File: src/hw/sfc_pkg.sv
// sfc_pkg: offsets, field positions, codes and carriers shared by
// the socket force and control register block.
// assumes a 32-bit AXI4-Lite register bus with byte addresses.
package sfc_pkg;
    // register byte offsets
    localparam logic [7:0] SFC_FORCE_OFS = 8'h0C;
    localparam logic [7:0] SFC_CTRL_OFS = 8'h10;
    // force register field positions
    localparam int SFC_F_RETEST = 14;
    localparam int SFC_F_YY = 13;
    localparam int SFC_F_XX = 12;
    localparam int SFC_F_THREE = 11;
    localparam int SFC_F_FIVE = 10;
    localparam int SFC_F_INVALID = 9;
    localparam int SFC_F_LOSS = 8;
    localparam int SFC_F_UNREC = 7;
    localparam int SFC_F_CARDBUS = 5;
    localparam int SFC_F_SIXTEEN = 4;
    localparam int SFC_F_POWER = 3;
    localparam int SFC_F_DET_TWO = 2;
    localparam int SFC_F_DET_ONE = 1;
    localparam int SFC_F_STATUS = 0;
    // control register field positions and layout
    localparam int SFC_C_POLICY = 7;
    localparam int SFC_C_VCC = 4;
    localparam int SFC_C_VPP = 0;
    localparam logic [31:0] SFC_CTRL_MASK = 32'h0000_00F7;
    localparam logic SFC_POLICY_RESET = 1'h0;
    localparam logic [2:0] SFC_VOLT_RESET = 3'h0;
    // voltage request codes
    localparam logic [2:0] SFC_V_OFF = 3'h0;
    localparam logic [2:0] SFC_V_12 = 3'h1;
    localparam logic [2:0] SFC_V_5 = 3'h2;
    localparam logic [2:0] SFC_V_33 = 3'h3;
    localparam logic [2:0] SFC_V_XX = 3'h4;
    localparam logic [2:0] SFC_V_YY = 3'h5;
    // idle clocks before the card clock may be stopped
    localparam logic [3:0] SFC_IDLE_CLOCKS = 4'h8;
    // bus responses
    localparam logic [1:0] SFC_OKAY = 2'h0;
    localparam logic [1:0] SFC_SLVERR = 2'h2;
    // present-state bits that the force register loads
    typedef struct packed {
        logic yy;
        logic xx;
        logic three;
        logic five;
        logic loss;
        logic unrec;
        logic cardbus;
        logic sixteen;
    } sfc_ps_t;
    // socket event bits that the force register loads
    typedef struct packed {
        logic power;
        logic det_two;
        logic det_one;
        logic status;
    } sfc_evt_t;
endpackage

File: src/hw/sfc_top.sv
// sfc_top: socket force-event and socket control registers on an
// AXI4-Lite slave, with voltage screening and clock-stop decision.
// assumes the present-state and event registers live outside and
// take the PS_* and EVT_* load strobes; all inputs but RST synchronous to CLK.
`timescale 1ns/1ps
module sfc_top import sfc_pkg::*; #(
    parameter int ADDR_W = 8
) (
    input wire logic CLK, // 100 MHz clock
    input wire logic RST, // global reset, async
    input wire logic CE, // clock enable
    input wire logic HOST_BUS_RESET, // host bus reset, sync
    input wire logic WAKE_EN, // wake signalling enabled
    input wire logic CARDBUS_IN, // cardbus card inserted
    input wire logic [3:0] CARD_CAP, // card accepts yy,xx,3v3,5v
    input wire logic CARD_IDLE, // card interface idle
    input wire logic HOST_STOP_REQ, // host asks clock stop
    input wire logic [ADDR_W-1:0] AWADDR, // write address
    input wire logic AWVALID, // write address valid
    output logic AWREADY, // write address ready
    input wire logic [31:0] WDATA, // write data
    input wire logic [3:0] WSTRB, // write byte strobes
    input wire logic WVALID, // write data valid
    output logic WREADY, // write data ready
    output logic [1:0] BRESP, // write response
    output logic BVALID, // write response valid
    input wire logic BREADY, // write response ready
    input wire logic [ADDR_W-1:0] ARADDR, // read address
    input wire logic ARVALID, // read address valid
    output logic ARREADY, // read address ready
    output logic [31:0] RDATA, // read data
    output logic [1:0] RRESP, // read response
    output logic RVALID, // read data valid
    input wire logic RREADY, // read data ready
    output logic PS_STB, // present-state load pulse
    output sfc_ps_t PS_VAL, // present-state load values
    output sfc_ps_t PS_MASK, // present-state bits loaded
    output logic EVT_STB, // event load pulse
    output sfc_evt_t EVT_VAL, // event load values
    output sfc_evt_t EVT_MASK, // event bits loaded
    output logic INVALID_FLAG, // invalid supply request flag
    output logic RETEST, // reinterrogate card pulse
    output logic AUTO_POWER, // auto socket power control on
    output logic STOP_POLICY, // clock-stop policy bit
    output logic [2:0] VCC_REQ, // supply request field
    output logic [2:0] VPP_REQ, // programming request field
    output logic [2:0] VCC_APPLY, // supply actually applied
    output logic [2:0] VPP_APPLY, // programming applied
    output logic CLK_STOP_TRY // try to stop card clock
);

    logic aw_got;
    logic w_got;
    logic next_aw_got;
    logic next_w_got;
    logic [ADDR_W-1:0] aw_addr;
    logic [31:0] w_data;
    logic [3:0] w_strb;
    logic [31:0] bm;
    logic wr_fire;
    logic wf;
    logic wc;
    logic [3:0] caps;
    logic [3:0] idle_cnt;
    logic [3:0] next_idle;
    sfc_ps_t ps_word;
    sfc_ps_t ps_bits;
    sfc_evt_t evt_word;
    sfc_evt_t evt_bits;

    // aligned word hit, low address bits ignored
    function automatic logic hit(input logic [ADDR_W-1:0] a,
                                 input logic [7:0] o);
        return a[ADDR_W-1:2] == (ADDR_W-2)'(o[7:2]);
    endfunction

    // voltage code the card accepts; reserved codes never do
    function automatic logic volt_ok(input logic [2:0] c,
                                     input logic [3:0] cap);
        logic r;
        r = 1'b0;
        case (c)
            SFC_V_OFF: r = 1'b1;
            SFC_V_12: r = 1'b1;
            SFC_V_5: r = cap[0];
            SFC_V_33: r = cap[1];
            SFC_V_XX: r = cap[2];
            SFC_V_YY: r = cap[3];
            default: r = 1'b0;
        endcase
        return r;
    endfunction

    // request invalid: reserved code or refused by the card
    function automatic logic bad_req(input logic [2:0] vcc,
                                     input logic [2:0] vpp,
                                     input logic cb,
                                     input logic [3:0] cap);
        logic r;
        r = (vcc == SFC_V_12) || (vcc > SFC_V_YY);
        r = r || (vpp > SFC_V_YY);
        r = r || (cb && !(volt_ok(vcc, cap) && volt_ok(vpp, cap)));
        return r;
    endfunction

    function automatic sfc_ps_t to_ps(input logic [31:0] d);
        return '{yy: d[SFC_F_YY], xx: d[SFC_F_XX],
                 three: d[SFC_F_THREE], five: d[SFC_F_FIVE],
                 loss: d[SFC_F_LOSS], unrec: d[SFC_F_UNREC],
                 cardbus: d[SFC_F_CARDBUS],
                 sixteen: d[SFC_F_SIXTEEN]};
    endfunction

    function automatic sfc_evt_t to_evt(input logic [31:0] d);
        return '{power: d[SFC_F_POWER], det_two: d[SFC_F_DET_TWO],
                 det_one: d[SFC_F_DET_ONE], status: d[SFC_F_STATUS]};
    endfunction

    // address and data may arrive in either order
    always_comb begin
        next_aw_got = aw_got;
        next_w_got = w_got;
        if (wr_fire) begin
            next_aw_got = 1'b0;
            next_w_got = 1'b0;
        end
        if (AWVALID && AWREADY) begin
            next_aw_got = 1'b1;
        end
        if (WVALID && WREADY) begin
            next_w_got = 1'b1;
        end
    end

    // byte strobes widened to a bit mask
    always_comb begin
        for (int i = 0; i < 4; i++) begin
            bm[8*i +: 8] = {8{w_strb[i]}};
        end
    end

    // one write at a time; a new one waits for the response
    assign wr_fire = aw_got && w_got && !BVALID;
    assign wf = wr_fire && hit(aw_addr, SFC_FORCE_OFS);
    assign wc = wr_fire && hit(aw_addr, SFC_CTRL_OFS) && w_strb[0];
    assign caps = w_data[SFC_F_YY:SFC_F_FIVE] & bm[SFC_F_YY:SFC_F_FIVE];
    assign ps_word = to_ps(w_data);
    assign ps_bits = to_ps(bm);
    assign evt_word = to_evt(w_data);
    assign evt_bits = to_evt(bm);

    // write address and data capture
    always_ff @(posedge CLK or posedge RST) begin
        if (RST) begin
            aw_got <= 1'b0;
            w_got <= 1'b0;
            AWREADY <= 1'b0;
            WREADY <= 1'b0;
            aw_addr <= '0;
            w_data <= 32'h0000_0000;
            w_strb <= 4'h0;
        end else if (CE) begin
            aw_got <= next_aw_got;
            w_got <= next_w_got;
            AWREADY <= !next_aw_got;
            WREADY <= !next_w_got;
            if (AWVALID && AWREADY) begin
                aw_addr <= AWADDR;
            end
            if (WVALID && WREADY) begin
                w_data <= WDATA;
                w_strb <= WSTRB;
            end
        end
    end

    // write response, error for an unmapped word
    always_ff @(posedge CLK or posedge RST) begin
        if (RST) begin
            BVALID <= 1'b0;
            BRESP <= SFC_OKAY;
        end else if (CE) begin
            if (wr_fire) begin
                BVALID <= 1'b1;
                BRESP <= (hit(aw_addr, SFC_FORCE_OFS) ||
                          hit(aw_addr, SFC_CTRL_OFS)) ? SFC_OKAY : SFC_SLVERR;
            end else if (BREADY) begin
                BVALID <= 1'b0;
            end
        end
    end

    // read channel; force bits are write-only and read zero
    always_ff @(posedge CLK or posedge RST) begin
        if (RST) begin
            ARREADY <= 1'b0;
            RVALID <= 1'b0;
            RDATA <= 32'h0000_0000;
            RRESP <= SFC_OKAY;
        end else if (CE) begin
            if (ARVALID && ARREADY) begin
                ARREADY <= 1'b0;
                RVALID <= 1'b1;
                RDATA <= 32'h0000_0000;
                RRESP <= SFC_OKAY;
                if (hit(ARADDR, SFC_CTRL_OFS)) begin
                    RDATA <= {24'h00_0000, STOP_POLICY, VCC_REQ,
                              1'b0, VPP_REQ};
                end else if (!hit(ARADDR, SFC_FORCE_OFS)) begin
                    RRESP <= SFC_SLVERR;
                end
            end else if (RVALID && RREADY) begin
                RVALID <= 1'b0;
                ARREADY <= 1'b1;
            end else if (!RVALID) begin
                ARREADY <= 1'b1;
            end
        end
    end

    // force loads, one pulse after the write is taken
    always_ff @(posedge CLK or posedge RST) begin
        if (RST) begin
            PS_STB <= 1'b0;
            PS_VAL <= '0;
            PS_MASK <= '0;
            EVT_STB <= 1'b0;
            EVT_VAL <= '0;
            EVT_MASK <= '0;
            RETEST <= 1'b0;
        end else if (CE) begin
            PS_STB <= wf;
            PS_VAL <= ps_word;
            PS_MASK <= wf ? ps_bits : '0;
            EVT_STB <= wf;
            EVT_VAL <= evt_word;
            EVT_MASK <= wf ? evt_bits : '0;
            RETEST <= wf && bm[SFC_F_RETEST] && w_data[SFC_F_RETEST];
        end
    end

    // retest in the same write wins, as software pairs them
    always_ff @(posedge CLK or posedge RST) begin
        if (RST) begin
            AUTO_POWER <= 1'b1;
        end else if (CE) begin
            if (wf && bm[SFC_F_RETEST] && w_data[SFC_F_RETEST]) begin
                AUTO_POWER <= 1'b1;
            end else if (wf && (caps != 4'h0)) begin
                AUTO_POWER <= 1'b0;
            end
        end
    end

    // invalid flag: forced value, else judged on each request
    always_ff @(posedge CLK or posedge RST) begin
        if (RST) begin
            INVALID_FLAG <= 1'b0;
        end else if (CE) begin
            if (wf && bm[SFC_F_INVALID]) begin
                INVALID_FLAG <= w_data[SFC_F_INVALID];
            end else if (wc) begin
                INVALID_FLAG <= bad_req(w_data[6:4], w_data[2:0],
                                        CARDBUS_IN, CARD_CAP);
            end
        end
    end

    // policy bit has no wake protection
    always_ff @(posedge CLK or posedge RST) begin
        if (RST) begin
            STOP_POLICY <= SFC_POLICY_RESET;
        end else if (CE) begin
            if (HOST_BUS_RESET) begin
                STOP_POLICY <= SFC_POLICY_RESET;
            end else if (wc) begin
                STOP_POLICY <= w_data[SFC_C_POLICY];
            end
        end
    end

    // voltage requests survive host bus reset while wake is on
    always_ff @(posedge CLK or posedge RST) begin
        if (RST) begin
            VCC_REQ <= SFC_VOLT_RESET;
            VPP_REQ <= SFC_VOLT_RESET;
        end else if (CE) begin
            if (HOST_BUS_RESET && !WAKE_EN) begin
                VCC_REQ <= SFC_VOLT_RESET;
                VPP_REQ <= SFC_VOLT_RESET;
            end else if (wc) begin
                VCC_REQ <= w_data[SFC_C_VCC +: 3];
                VPP_REQ <= w_data[SFC_C_VPP +: 3];
            end
        end
    end

    // screen against the card; screening is off under manual force
    always_ff @(posedge CLK or posedge RST) begin
        if (RST) begin
            VCC_APPLY <= SFC_V_OFF;
            VPP_APPLY <= SFC_V_OFF;
        end else if (CE) begin
            VCC_APPLY <= VCC_REQ;
            VPP_APPLY <= VPP_REQ;
            if ((VCC_REQ == SFC_V_12) || (VCC_REQ > SFC_V_YY)) begin
                VCC_APPLY <= SFC_V_OFF;
            end else if (AUTO_POWER && CARDBUS_IN &&
                         !volt_ok(VCC_REQ, CARD_CAP)) begin
                VCC_APPLY <= SFC_V_OFF;
            end
            if (VPP_REQ > SFC_V_YY) begin
                VPP_APPLY <= SFC_V_OFF;
            end else if (AUTO_POWER && CARDBUS_IN &&
                         !volt_ok(VPP_REQ, CARD_CAP)) begin
                VPP_APPLY <= SFC_V_OFF;
            end
        end
    end

    // consecutive idle samples, saturating
    always_comb begin
        next_idle = 4'h0;
        if (CARD_IDLE) begin
            next_idle = (idle_cnt == SFC_IDLE_CLOCKS) ? idle_cnt : idle_cnt + 4'h1;
        end
    end

    // stop decision; host request only matters for policy zero
    always_ff @(posedge CLK or posedge RST) begin
        if (RST) begin
            idle_cnt <= 4'h0;
            CLK_STOP_TRY <= 1'b0;
        end else if (CE) begin
            idle_cnt <= next_idle;
            CLK_STOP_TRY <= (next_idle == SFC_IDLE_CLOCKS) &&
                            (STOP_POLICY || HOST_STOP_REQ);
        end
    end
endmodule

File: config.mk
export PLATFORM = sky130hd
export DESIGN_NAME = sfc_top
export DESIGN_NICKNAME = d
export VERILOG_FILES = /design/src/hw/sfc_pkg.sv /design/src/hw/sfc_top.sv
export SDC_FILE = /design/constraint.sdc
export NUM_CORES = 1
export LEC_CHECK = 0
export BUFFER_PORTS_ARGS = -buffer_cell sky130_fd_sc_hd__buf_2
export CAP_MARGIN = 0
export CORE_UTILIZATION = 25
export DETAILED_ROUTE_END_ITERATION = 6
export GPL_ROUTABILITY_DRIVEN = 0
export PLACE_DENSITY_LB_ADDON = 0.12
export SLEW_MARGIN = 10
export SYNTH_ARGS = -nofsm -noshare
export SYNTH_HDL_FRONTEND = slang
export SYNTH_SLANG_ARGS = --single-unit
File: constraint.sdc
create_clock -name CLK -period 3.2 [get_ports CLK]
set_input_delay 0.48 -clock CLK [delete_from_list [all_inputs] [get_ports CLK]]
set_output_delay 0.48 -clock CLK [all_outputs]
set_load 0.005 [all_outputs]
==> results of run 1 <==
==> flip-flops by register name (all words and copies together) (netlist names), 2 cells and up <==
register and flops:
w_data 15, PS_VAL 8, RDATA 7, aw_addr 6
EVT_VAL 4, idle_cnt 4, VCC_APPLY 3, VCC_REQ 3
VPP_APPLY 3, VPP_REQ 3, PS_MASK 2, w_strb 2
==> per-stage QoR <==
| stage | cell area (µm²) | power (mW) | utilization | setup WS (ns) | hold WS, ns |
|---|---|---|---|---|---|
| 2_1_floorplan | 3670 | 2.00 | - | 0.812 | 0.463 |
| 3_3_place_gp | 4130 | 2.29 | 0.296 | 1.11 | 0.464 |
| 3_5_place_dp | 4130 | 2.31 | 0.296 | 1.11 | 0.476 |
| 4_1_cts | 4470 | 3.51 | 0.321 | 1.34 | 0.136 |
| 5_1_grt | 4470 | 3.68 | 0.321 | 1.22 | 0.151 |
| 6_report | 4470 | 3.44 | 0.321 | 1.34 | 0.132 |
==> power breakdown <==
part	leakage [nW]	total (mW)	switching, mW	internal (mW)
sequential	0.945	1.51	0.258	1.25
clock	0.163	1.17	0.387	0.783
combinational	1.08	0.769	0.333	0.436
==> worst max-delay path, cell delays in order (launching register included) <==
cell	delay (ns)
sky130_fd_sc_hd__dfrtp_1	0.39
sky130_fd_sc_hd__nand3_1	0.34
sky130_fd_sc_hd__nor3_1	0.82
sky130_fd_sc_hd__a22o_1	0.24
==> cells in the final DEF, fill, tap and decap left out, types with 3 or more instances in the layout <==
master                      instances
sky130_fd_sc_hd__clkbuf_16          9
sky130_fd_sc_hd__conb_1            27
sky130_fd_sc_hd__o21ai_0            8
sky130_fd_sc_hd__buf_2            102
sky130_fd_sc_hd__dfrtp_1           74
sky130_fd_sc_hd__nor3_1             3
sky130_fd_sc_hd__nand3_1            9
sky130_fd_sc_hd__o21ai_1            4
sky130_fd_sc_hd__a22oi_1            3
sky130_fd_sc_hd__nor2_1             8
sky130_fd_sc_hd__a21oi_1           16
sky130_fd_sc_hd__bufinv_16          3
sky130_fd_sc_hd__buf_4              5
sky130_fd_sc_hd__o31ai_1            5
sky130_fd_sc_hd__mux2_2            36
sky130_fd_sc_hd__inv_1             18
sky130_fd_sc_hd__a22o_1            13
sky130_fd_sc_hd__nand2b_1           8
sky130_fd_sc_hd__o32ai_1            5
sky130_fd_sc_hd__nand2_1           32
==> routing by layer <==
layer  global-route usage  up-vias  part of all wire
met4               0.0486        0             0.013
li1                     -     1272                 -
met2                0.200       89              0.47
met5                    0        -                 0
met1                0.151     1275              0.44
met3               0.0524       10             0.076
==> worst paths after layout <==
| kind | depth (start not counted) | endpoint | from | slack [ns] |
|---|---|---|---|---|
| hold reg to reg | 2 | RRESP[1] | RRESP[1] | 0.48 |
| setup / recovery | 3 | RDATA[5] | ARREADY | 1.34 |
| max in group asynchronous | 3 | RDATA[0] | RST | 2.31 |
| setup reg to reg | 3 | RDATA[5] | ARREADY | 1.34 |
| hold / removal | 2 | w_data[7] | RST | 0.13 |
| min in group CLK | 2 | STOP_POLICY | HOST_BUS_RESET | 0.33 |
==> cell type report <==
class                   count  area, µm²  share of cell area
well taps                 180        225              0.0503
clock inverters             4       97.6              0.0218
flip-flops and latches     75       1880               0.420
clock buffers              12        246              0.0551
multi-input cells         208       1410               0.314
inverters                  19       72.6              0.0162
repair buffers            107        548               0.123
==> cells in the mapped netlist (3+ instances only) <==
| cell | count |
|---|---|
| sky130_fd_sc_hd__clkbuf_1 | 3 |
| sky130_fd_sc_hd__o32ai_1 | 5 |
| sky130_fd_sc_hd__o31ai_1 | 5 |
| sky130_fd_sc_hd__nor2_1 | 8 |
| sky130_fd_sc_hd__nor3_1 | 3 |
| sky130_fd_sc_hd__nand2_1 | 32 |
| sky130_fd_sc_hd__o21ai_0 | 8 |
| sky130_fd_sc_hd__buf_4 | 38 |
| sky130_fd_sc_hd__nand2b_1 | 8 |
| sky130_fd_sc_hd__mux2_2 | 36 |
| sky130_fd_sc_hd__a22o_1 | 13 |
| sky130_fd_sc_hd__inv_1 | 19 |
| sky130_fd_sc_hd__a22oi_1 | 3 |
| sky130_fd_sc_hd__a21oi_1 | 16 |
| sky130_fd_sc_hd__buf_1 | 4 |
| sky130_fd_sc_hd__o21ai_1 | 4 |
| sky130_fd_sc_hd__dfrtp_1 | 74 |
| sky130_fd_sc_hd__nand3_1 | 9 |
==> kinds of logic (layout without fill, tap and decap cells) <==
logic type                 Yosys count  in the layout  share of synthesized area
DFF                                 75             75                      0.526
and+or+nand+nor                     73             73                      0.106
AOI/OAI and AO/OA                   66             66                      0.128
buffers and inverters               65            142                      0.109
muxes                               38             38                      0.119
adders and majority gates            2              2                    0.00700
xor gates and xnor gates             2              2                    0.00490
other                                1             27                    0.00105
==> results, run 1 <==
- Once layout is complete, the cells apart from fillers number roughly 610.
- The die covers roughly 15000 µm².
- The number of enable flip-flop cells after synthesis is 0.
- The overall via count from detail_route is around 2600.
- Setup repair after global routing left no endpoint under its margin.
- The critical setup path kind is register to register.
- The flow ran to the end, and the final reports show no timing, DRC or antenna violations.
- The worst pin sits at a relative slew slack of 0.421.
- At the worst endpoint, the arrival time is about 2.1 ns.
- The top-area cell type share of the netlist area is 0.518.
- The total global routing overflow is 0.
- Dividing the detail-routed via count by the number of cells gives approximately 4.4.
- The die span in x is 122 µm.
- Of the available clock period, the critical path in the final layout requires 0.581.
- Once placement completed, the tool counted placed cells totaling around 590.
- The clock tree from TritonCTS is built.
- The share of cells above drive strength 1 is 0.384.
- The maximum vdd ir drop is 0.000459 V.
- The maximum number of pins on one net before global-route repair is 30.
- The overall die height is 122 µm.
- The distinct cell type count after synthesis is 46.
- The initial antenna violation count is 0.
- In this run the static leakage power is 2.19 nW.
- The clock-pin transition on the worst setup and hold timing paths is approximately 0.060 ns.
- For this run, the total global-route usage over all layers was measured as 0.126.
- The worst hold path belongs to the class primary input to asynchronous set/reset pin.
- The mean area per synthesized cell is roughly 11 µm².
- The first global-routing pass estimated 13.9 mm of wire.
- The antenna diode instance count is 0.
- Pin placement for this block handled about 150 I/O pins.
- The biggest area consumer among synthesized cells is sky130_fd_sc_hd__dfrtp_1.
- The count of hold-fix buffers inserted at cts is 0.
- Ranked by total cell area, the synthesized netlist is headed by sky130_fd_sc_hd__dfrtp_1, sky130_fd_sc_hd__mux2_2, sky130_fd_sc_hd__buf_4.
- After clock tree synthesis, the repair step resized 0 gates.
- The insertion delay of the later-clocked pin in the worst-skew pair is around 0.34 ns.
- The count of yosys warnings during synthesis is 0.
- The count of final hold-check violations is 0.
- The worst setup path is launched from a register.
- The via count of the first global-routing pass is roughly 2600.
- During placement, the flow inserted port buffers numbering slightly above 100.
- The async set or reset register ratio after synthesis is 1.00.
- In this run the core area contains 43 standard-cell rows.
- The maximum level of the CTS H-tree is 3.
- The first TritonRoute pass finished after 4 iterations.
- The sink count of the clock tree is 75.
- At the pin with the least slew margin, the transition time is about 0.86 ns.
- The biggest fanout along the worst timing path is 11.
- Across the run, the number of max-cap violations was 0.
- For this run, the register share of the synthesized area comes to 0.526.
- The number of standard cells after synthesis is about 320.
- In this run, the number of DRC markers left after iteration 0 of detailed routing was 73.
- The worst-case clock buffer depth is 2.
- Counting the fill cells in the layout gives about 1400.
- The residual DRC count is 0.
- The layout net count is a little under 500.
- The prevailing post-synth register cell is sky130_fd_sc_hd__dfrtp_1.
- The endpoint class of the critical path is a register.
- The smallest clock period supported by the final layout is computed as ~1.9 ns.
- The final setup skew is roughly 0.0048 ns.
- The sum of routed wire length over all layers is approximately 8.7 mm.
- The total CTS buffers is 9.
- The number of register bits inferred by synthesis is 75.
- The endpoint required time on the critical path is between 3 and 4 ns.
- In this run the remaining antenna-violating nets after routing total 0.
- The power density relative to cell area is between 700 and 800 nW/µm².
- The max-slew violation total from the final report is 0.
- The sum of negative setup slack is 0 ns.
- Buffers added to address setup during post-CTS repair amount to 0.
- The wire-length estimate of the detail-placed layout is ~6.3 mm.
- The wire length per cell is 14.4 µm.
- The core region is 13900 µm².
- The post-synth design cell area is about 3600 µm².
- Setup violations remaining at the end of the flow were counted as 0.
- The effective utilization at floorplan is 0.256.
- Compared with the post-synthesis result, the final layout area differs by 25.2%.
- The highest attainable clock frequency is between 0.5 and 0.6 GHz.
- The tree is rooted in a sky130_fd_sc_hd__clkbuf_16.
Note: power is estimated with default switching activity, not from simulation.
==> run 2: changes to the inputs <==
- ABC_AREA: default -> 1
- clock period: 3.2 -> 1.7 ns (I/O delays scaled with it)
==> results, run 2 <==
- The max-slew violation total from the final report is 0 (unchanged).
- The number of I/O pins is 153 (unchanged).
- The area of the core region came to 14100 µm² (was 13900 µm²).
- The top-area cell type share of the netlist area is 0.507 (was 0.518).
- The number of failing setup endpoints in the final timing report is 0 (unchanged).
- Biggest area contributors in the synthesized netlist: sky130_fd_sc_hd__dfrtp_1, sky130_fd_sc_hd__nand2_1, sky130_fd_sc_hd__buf_4 (was sky130_fd_sc_hd__dfrtp_1, sky130_fd_sc_hd__mux2_2, sky130_fd_sc_hd__buf_4).
- The prevailing post-synth register cell was sky130_fd_sc_hd__dfrtp_1 (unchanged).
- The initial antenna violation count is 0 (unchanged).
- The wire length per cell is 13.4 µm (was 14.4 µm).
- The mean area per synthesized cell is 8.81 µm² (was 11.1 µm²).
- Post-synth top cells: sky130_fd_sc_hd__nand2_1, sky130_fd_sc_hd__dfrtp_1, sky130_fd_sc_hd__buf_4 (was sky130_fd_sc_hd__dfrtp_1, sky130_fd_sc_hd__buf_4, sky130_fd_sc_hd__mux2_2).
- The number of standard cells after synthesis was 415 (was 322).
- The distinct cell type count after synthesis is 34 (was 46).
- The register-to-register setup slack was 0.34 ns (was 1.34 ns).
- The average vias per placed instance is 4.20 (was 4.37).
- Most frequent cells in the layout: sky130_fd_sc_hd__nand2_1, sky130_fd_sc_hd__buf_2, sky130_fd_sc_hd__dfrtp_1 (was sky130_fd_sc_hd__buf_2, sky130_fd_sc_hd__dfrtp_1, sky130_fd_sc_hd__mux2_2).
- The count of instances resized after the clock tree is built is 0 (unchanged).
- The delay contributed by the slowest stage of the critical path is 0.37 ns (was 0.82 ns).
- The critical setup path kind is register to register (unchanged).
- The largest register by flop count is w_data (unchanged).
- The biggest fanout along the worst timing path was 4 (was 11).
- The starting DRC count in detailed routing is 148 (was 73).
- The insertion delay of the later-clocked pin in the worst-skew pair is 0.34 ns (about the same).
- By instance count, the cell type seen most on the critical path is sky130_fd_sc_hd__nand2_1.
- The effective utilization at floorplan came to 0.259 (was 0.256).
- The endpoint required time on the critical path is 1.98 ns (was 3.47 ns).
- The maximum vdd ir drop came to 0.000769 V (was 0.000459 V).
- The async set or reset register ratio after synthesis is 1.00 (unchanged).
- The headroom to the max-slew limit came to 0.647 (was 0.421).
- The overall via count from detail_route came to 2941 (was 2646).
- The worst-case clock buffer depth came to 2 (unchanged).
- The reported leakage power came to 2.44 nW (was 2.19 nW).
- The biggest area consumer among synthesized cells was sky130_fd_sc_hd__dfrtp_1 (unchanged).
- The number of maximum-capacitance constraint violations is 0 (unchanged).
- The residual DRC count came to 0 (unchanged).
- The port buffer count is 102 (unchanged).
- The sum of routed wire length over all layers is 9.39 mm (was 8.73 mm).
- The commonest non-fill, non-tap cell in the layout is sky130_fd_sc_hd__nand2_1 (was sky130_fd_sc_hd__buf_2).
- The die span in x is 123 µm (was 122 µm).
- The final setup skew was 0.00720 ns (was 0.00477 ns).
- The fraction of the cycle the final worst path needs is 0.801 (was 0.581).
- The global-route wire length before repair came to 15.0 mm (was 13.9 mm).
- The filler cell count in the final layout is 1539 (was 1444).
- The library cell with the highest instance count after synthesis was sky130_fd_sc_hd__nand2_1 (was sky130_fd_sc_hd__dfrtp_1).
- The via count of the first global-routing pass is 2795 (was 2607).
- The actual transition at the worst max-transition pin is 0.529 ns (was 0.862 ns).
- The arrival time at the worst endpoint is 1.65 ns (was 2.13 ns).
- The sum of negative setup slack is 0 ns (unchanged).
- The final hold slack is 0.129 ns (was 0.132 ns).
- The total global routing overflow came to 0 (unchanged).
- The area overhead of the layout relative to synthesis is 23.7% (was 25.2%).
- The count of final hold-check violations is 0 (unchanged).
- The antenna diode instance count is 0 (unchanged).
- The number of register bits inferred by synthesis was 75 (unchanged).
- The clock tree from TritonCTS is built (unchanged).
- The clock-pin transition on the worst setup and hold timing paths is 0.06 ns (about the same).
- The number of flip-flops under the largest register name is 15 (unchanged).
- The buffer type at the clock tree root is sky130_fd_sc_hd__clkbuf_16 (unchanged).
- Setup repair after global routing missed its margin: false (unchanged).
- The floorplan row count came to 43 (unchanged).
- The total CTS buffers is 9 (unchanged).
- The layout net count is 586 (was 491).
- Outcome: finished clean (unchanged).
- Top Registers: w_data (15), PS_VAL (8), RDATA (7) (unchanged).
- The sink count of the clock tree is 75 (unchanged).
- The final HPWL from detailed placement is 6.92 mm (was 6.34 mm).
- The post-synth design cell area was 3650 µm² (was 3570 µm²).
- The highest-delay cell along the critical path is sky130_fd_sc_hd__dfrtp_1 (was sky130_fd_sc_hd__nor3_1).
- The highest attainable clock frequency is 0.734 GHz (was 0.538 GHz).
- The endpoint class of the critical path is a register (unchanged).
- The count of yosys warnings during synthesis was 0 (unchanged).
- The overall die height is 123 µm (was 122 µm).
- The share of cells above drive strength 1 is 0.285 (was 0.384).
- The first-pass detailed-route iteration total is 4 (unchanged).
- The maximum level of the CTS H-tree is 3 (unchanged).
- The global-route usage over all layers is 0.135 (was 0.126).
- The die outline area is 15100 µm² (was 14800 µm²).
- The sequential fraction of the synthesis area is 0.514 (was 0.526).
- The number of enable flip-flop cells after synthesis is 0 (unchanged).
- The maximum number of pins on one net before global-route repair is 30 (unchanged).
- The final critical-path required period was 1.36 ns (was 1.86 ns).
- The class of the tightest hold or removal check was primary input to register (was primary input to asynchronous set/reset pin).
- The power density relative to cell area is 1380 nW/µm² (was 770 nW/µm²).
- CP cell instances: nor2_1, nand2_1, nor2_1, nand3_2, a21oi_1, nand2_1, nand2_1 (was nand3_1, nor3_1, a22o_1).
- The number of nets with antenna violations after detailed routing is 0 (unchanged).
- The startpoint type of the worst setup path is a register (unchanged).
- The finished layout cell area was 4520 µm² (was 4470 µm²).
- The instance area at placement is 4240 µm² (was 4130 µm²).
-- run 2: cell families after synthesis --
kind of cell               after synthesis  synth area share
AOI/OAI and AO/OA                       52            0.0825
adders and majority gates                2           0.00685
buffers and inverters                   85             0.132
DFF                                     75             0.514
muxes                                   13            0.0401
other                                    1           0.00103
and+or+nand+nor                        187             0.224
-- run 2: worst paths after layout --
kind / startpoint / end / depth (start not counted)
min in group asynchronous: RST / idle_cnt[2] / 3
worst max-delay path: aw_addr[7] / INVALID_FLAG / 7
worst min-delay path: WDATA[1] / w_data[1] / 2
worst max register to register: aw_addr[7] / INVALID_FLAG / 7
worst min register to register: PS_VAL[3] / PS_VAL[3] / 2
max in group asynchronous: RST / AUTO_POWER / 4
-- run 2: what timing repair did --
item / 4_1_cts / 5_1_grt
setup buffers: 0 / 0
hold endpoints to repair: 18 / 0
endpoints found under the setup margin: 0 / 0
hold buffers: 1 / 0
-- run 2: area by class of cell --
cell class	count	area (µm²)	area share
clock inverters	4	26.3	0.00581
multi-input cells	281	1390	0.308
clock buffers	12	246	0.0545
inverters	37	148	0.0327
well taps	180	225	0.0498
repair buffers	111	606	0.134
flip-flops and latches	75	1880	0.415
-- run 2: critical path, delay by kind of cell, from the launching register on --
family	cells	cell delay, ns
and+or+nand+nor	6	0.76
DFF	1	0.37
AOI/OAI and AO/OA	1	0.18
-- run 2: per-stage QoR --
step           std cells  setup slack [ns]  utilization  total power [mW]
3_3_place_gp         683             0.223        0.301              4.47
2_1_floorplan        441             0.473            -              3.85
3_5_place_dp         683             0.218        0.301              4.51
6_report             700             0.338        0.321              6.25
5_1_grt              700             0.157        0.321              6.74
4_1_cts              700             0.310        0.321              6.37
-- run 2: per-layer routing --
metal,vias to the layer above,track usage,share of wire
met3,15,0.0443,0.076
met1,1354,0.171,0.44
li1,1462,-,-
met5,-,0,0
met2,110,0.209,0.46
met4,0,0.0579,0.021
-- run 2: report_power, final --
group          switching (mW)  internal, mW
sequential              0.504          2.37
clock                   0.767          1.03
combinational           0.860         0.720
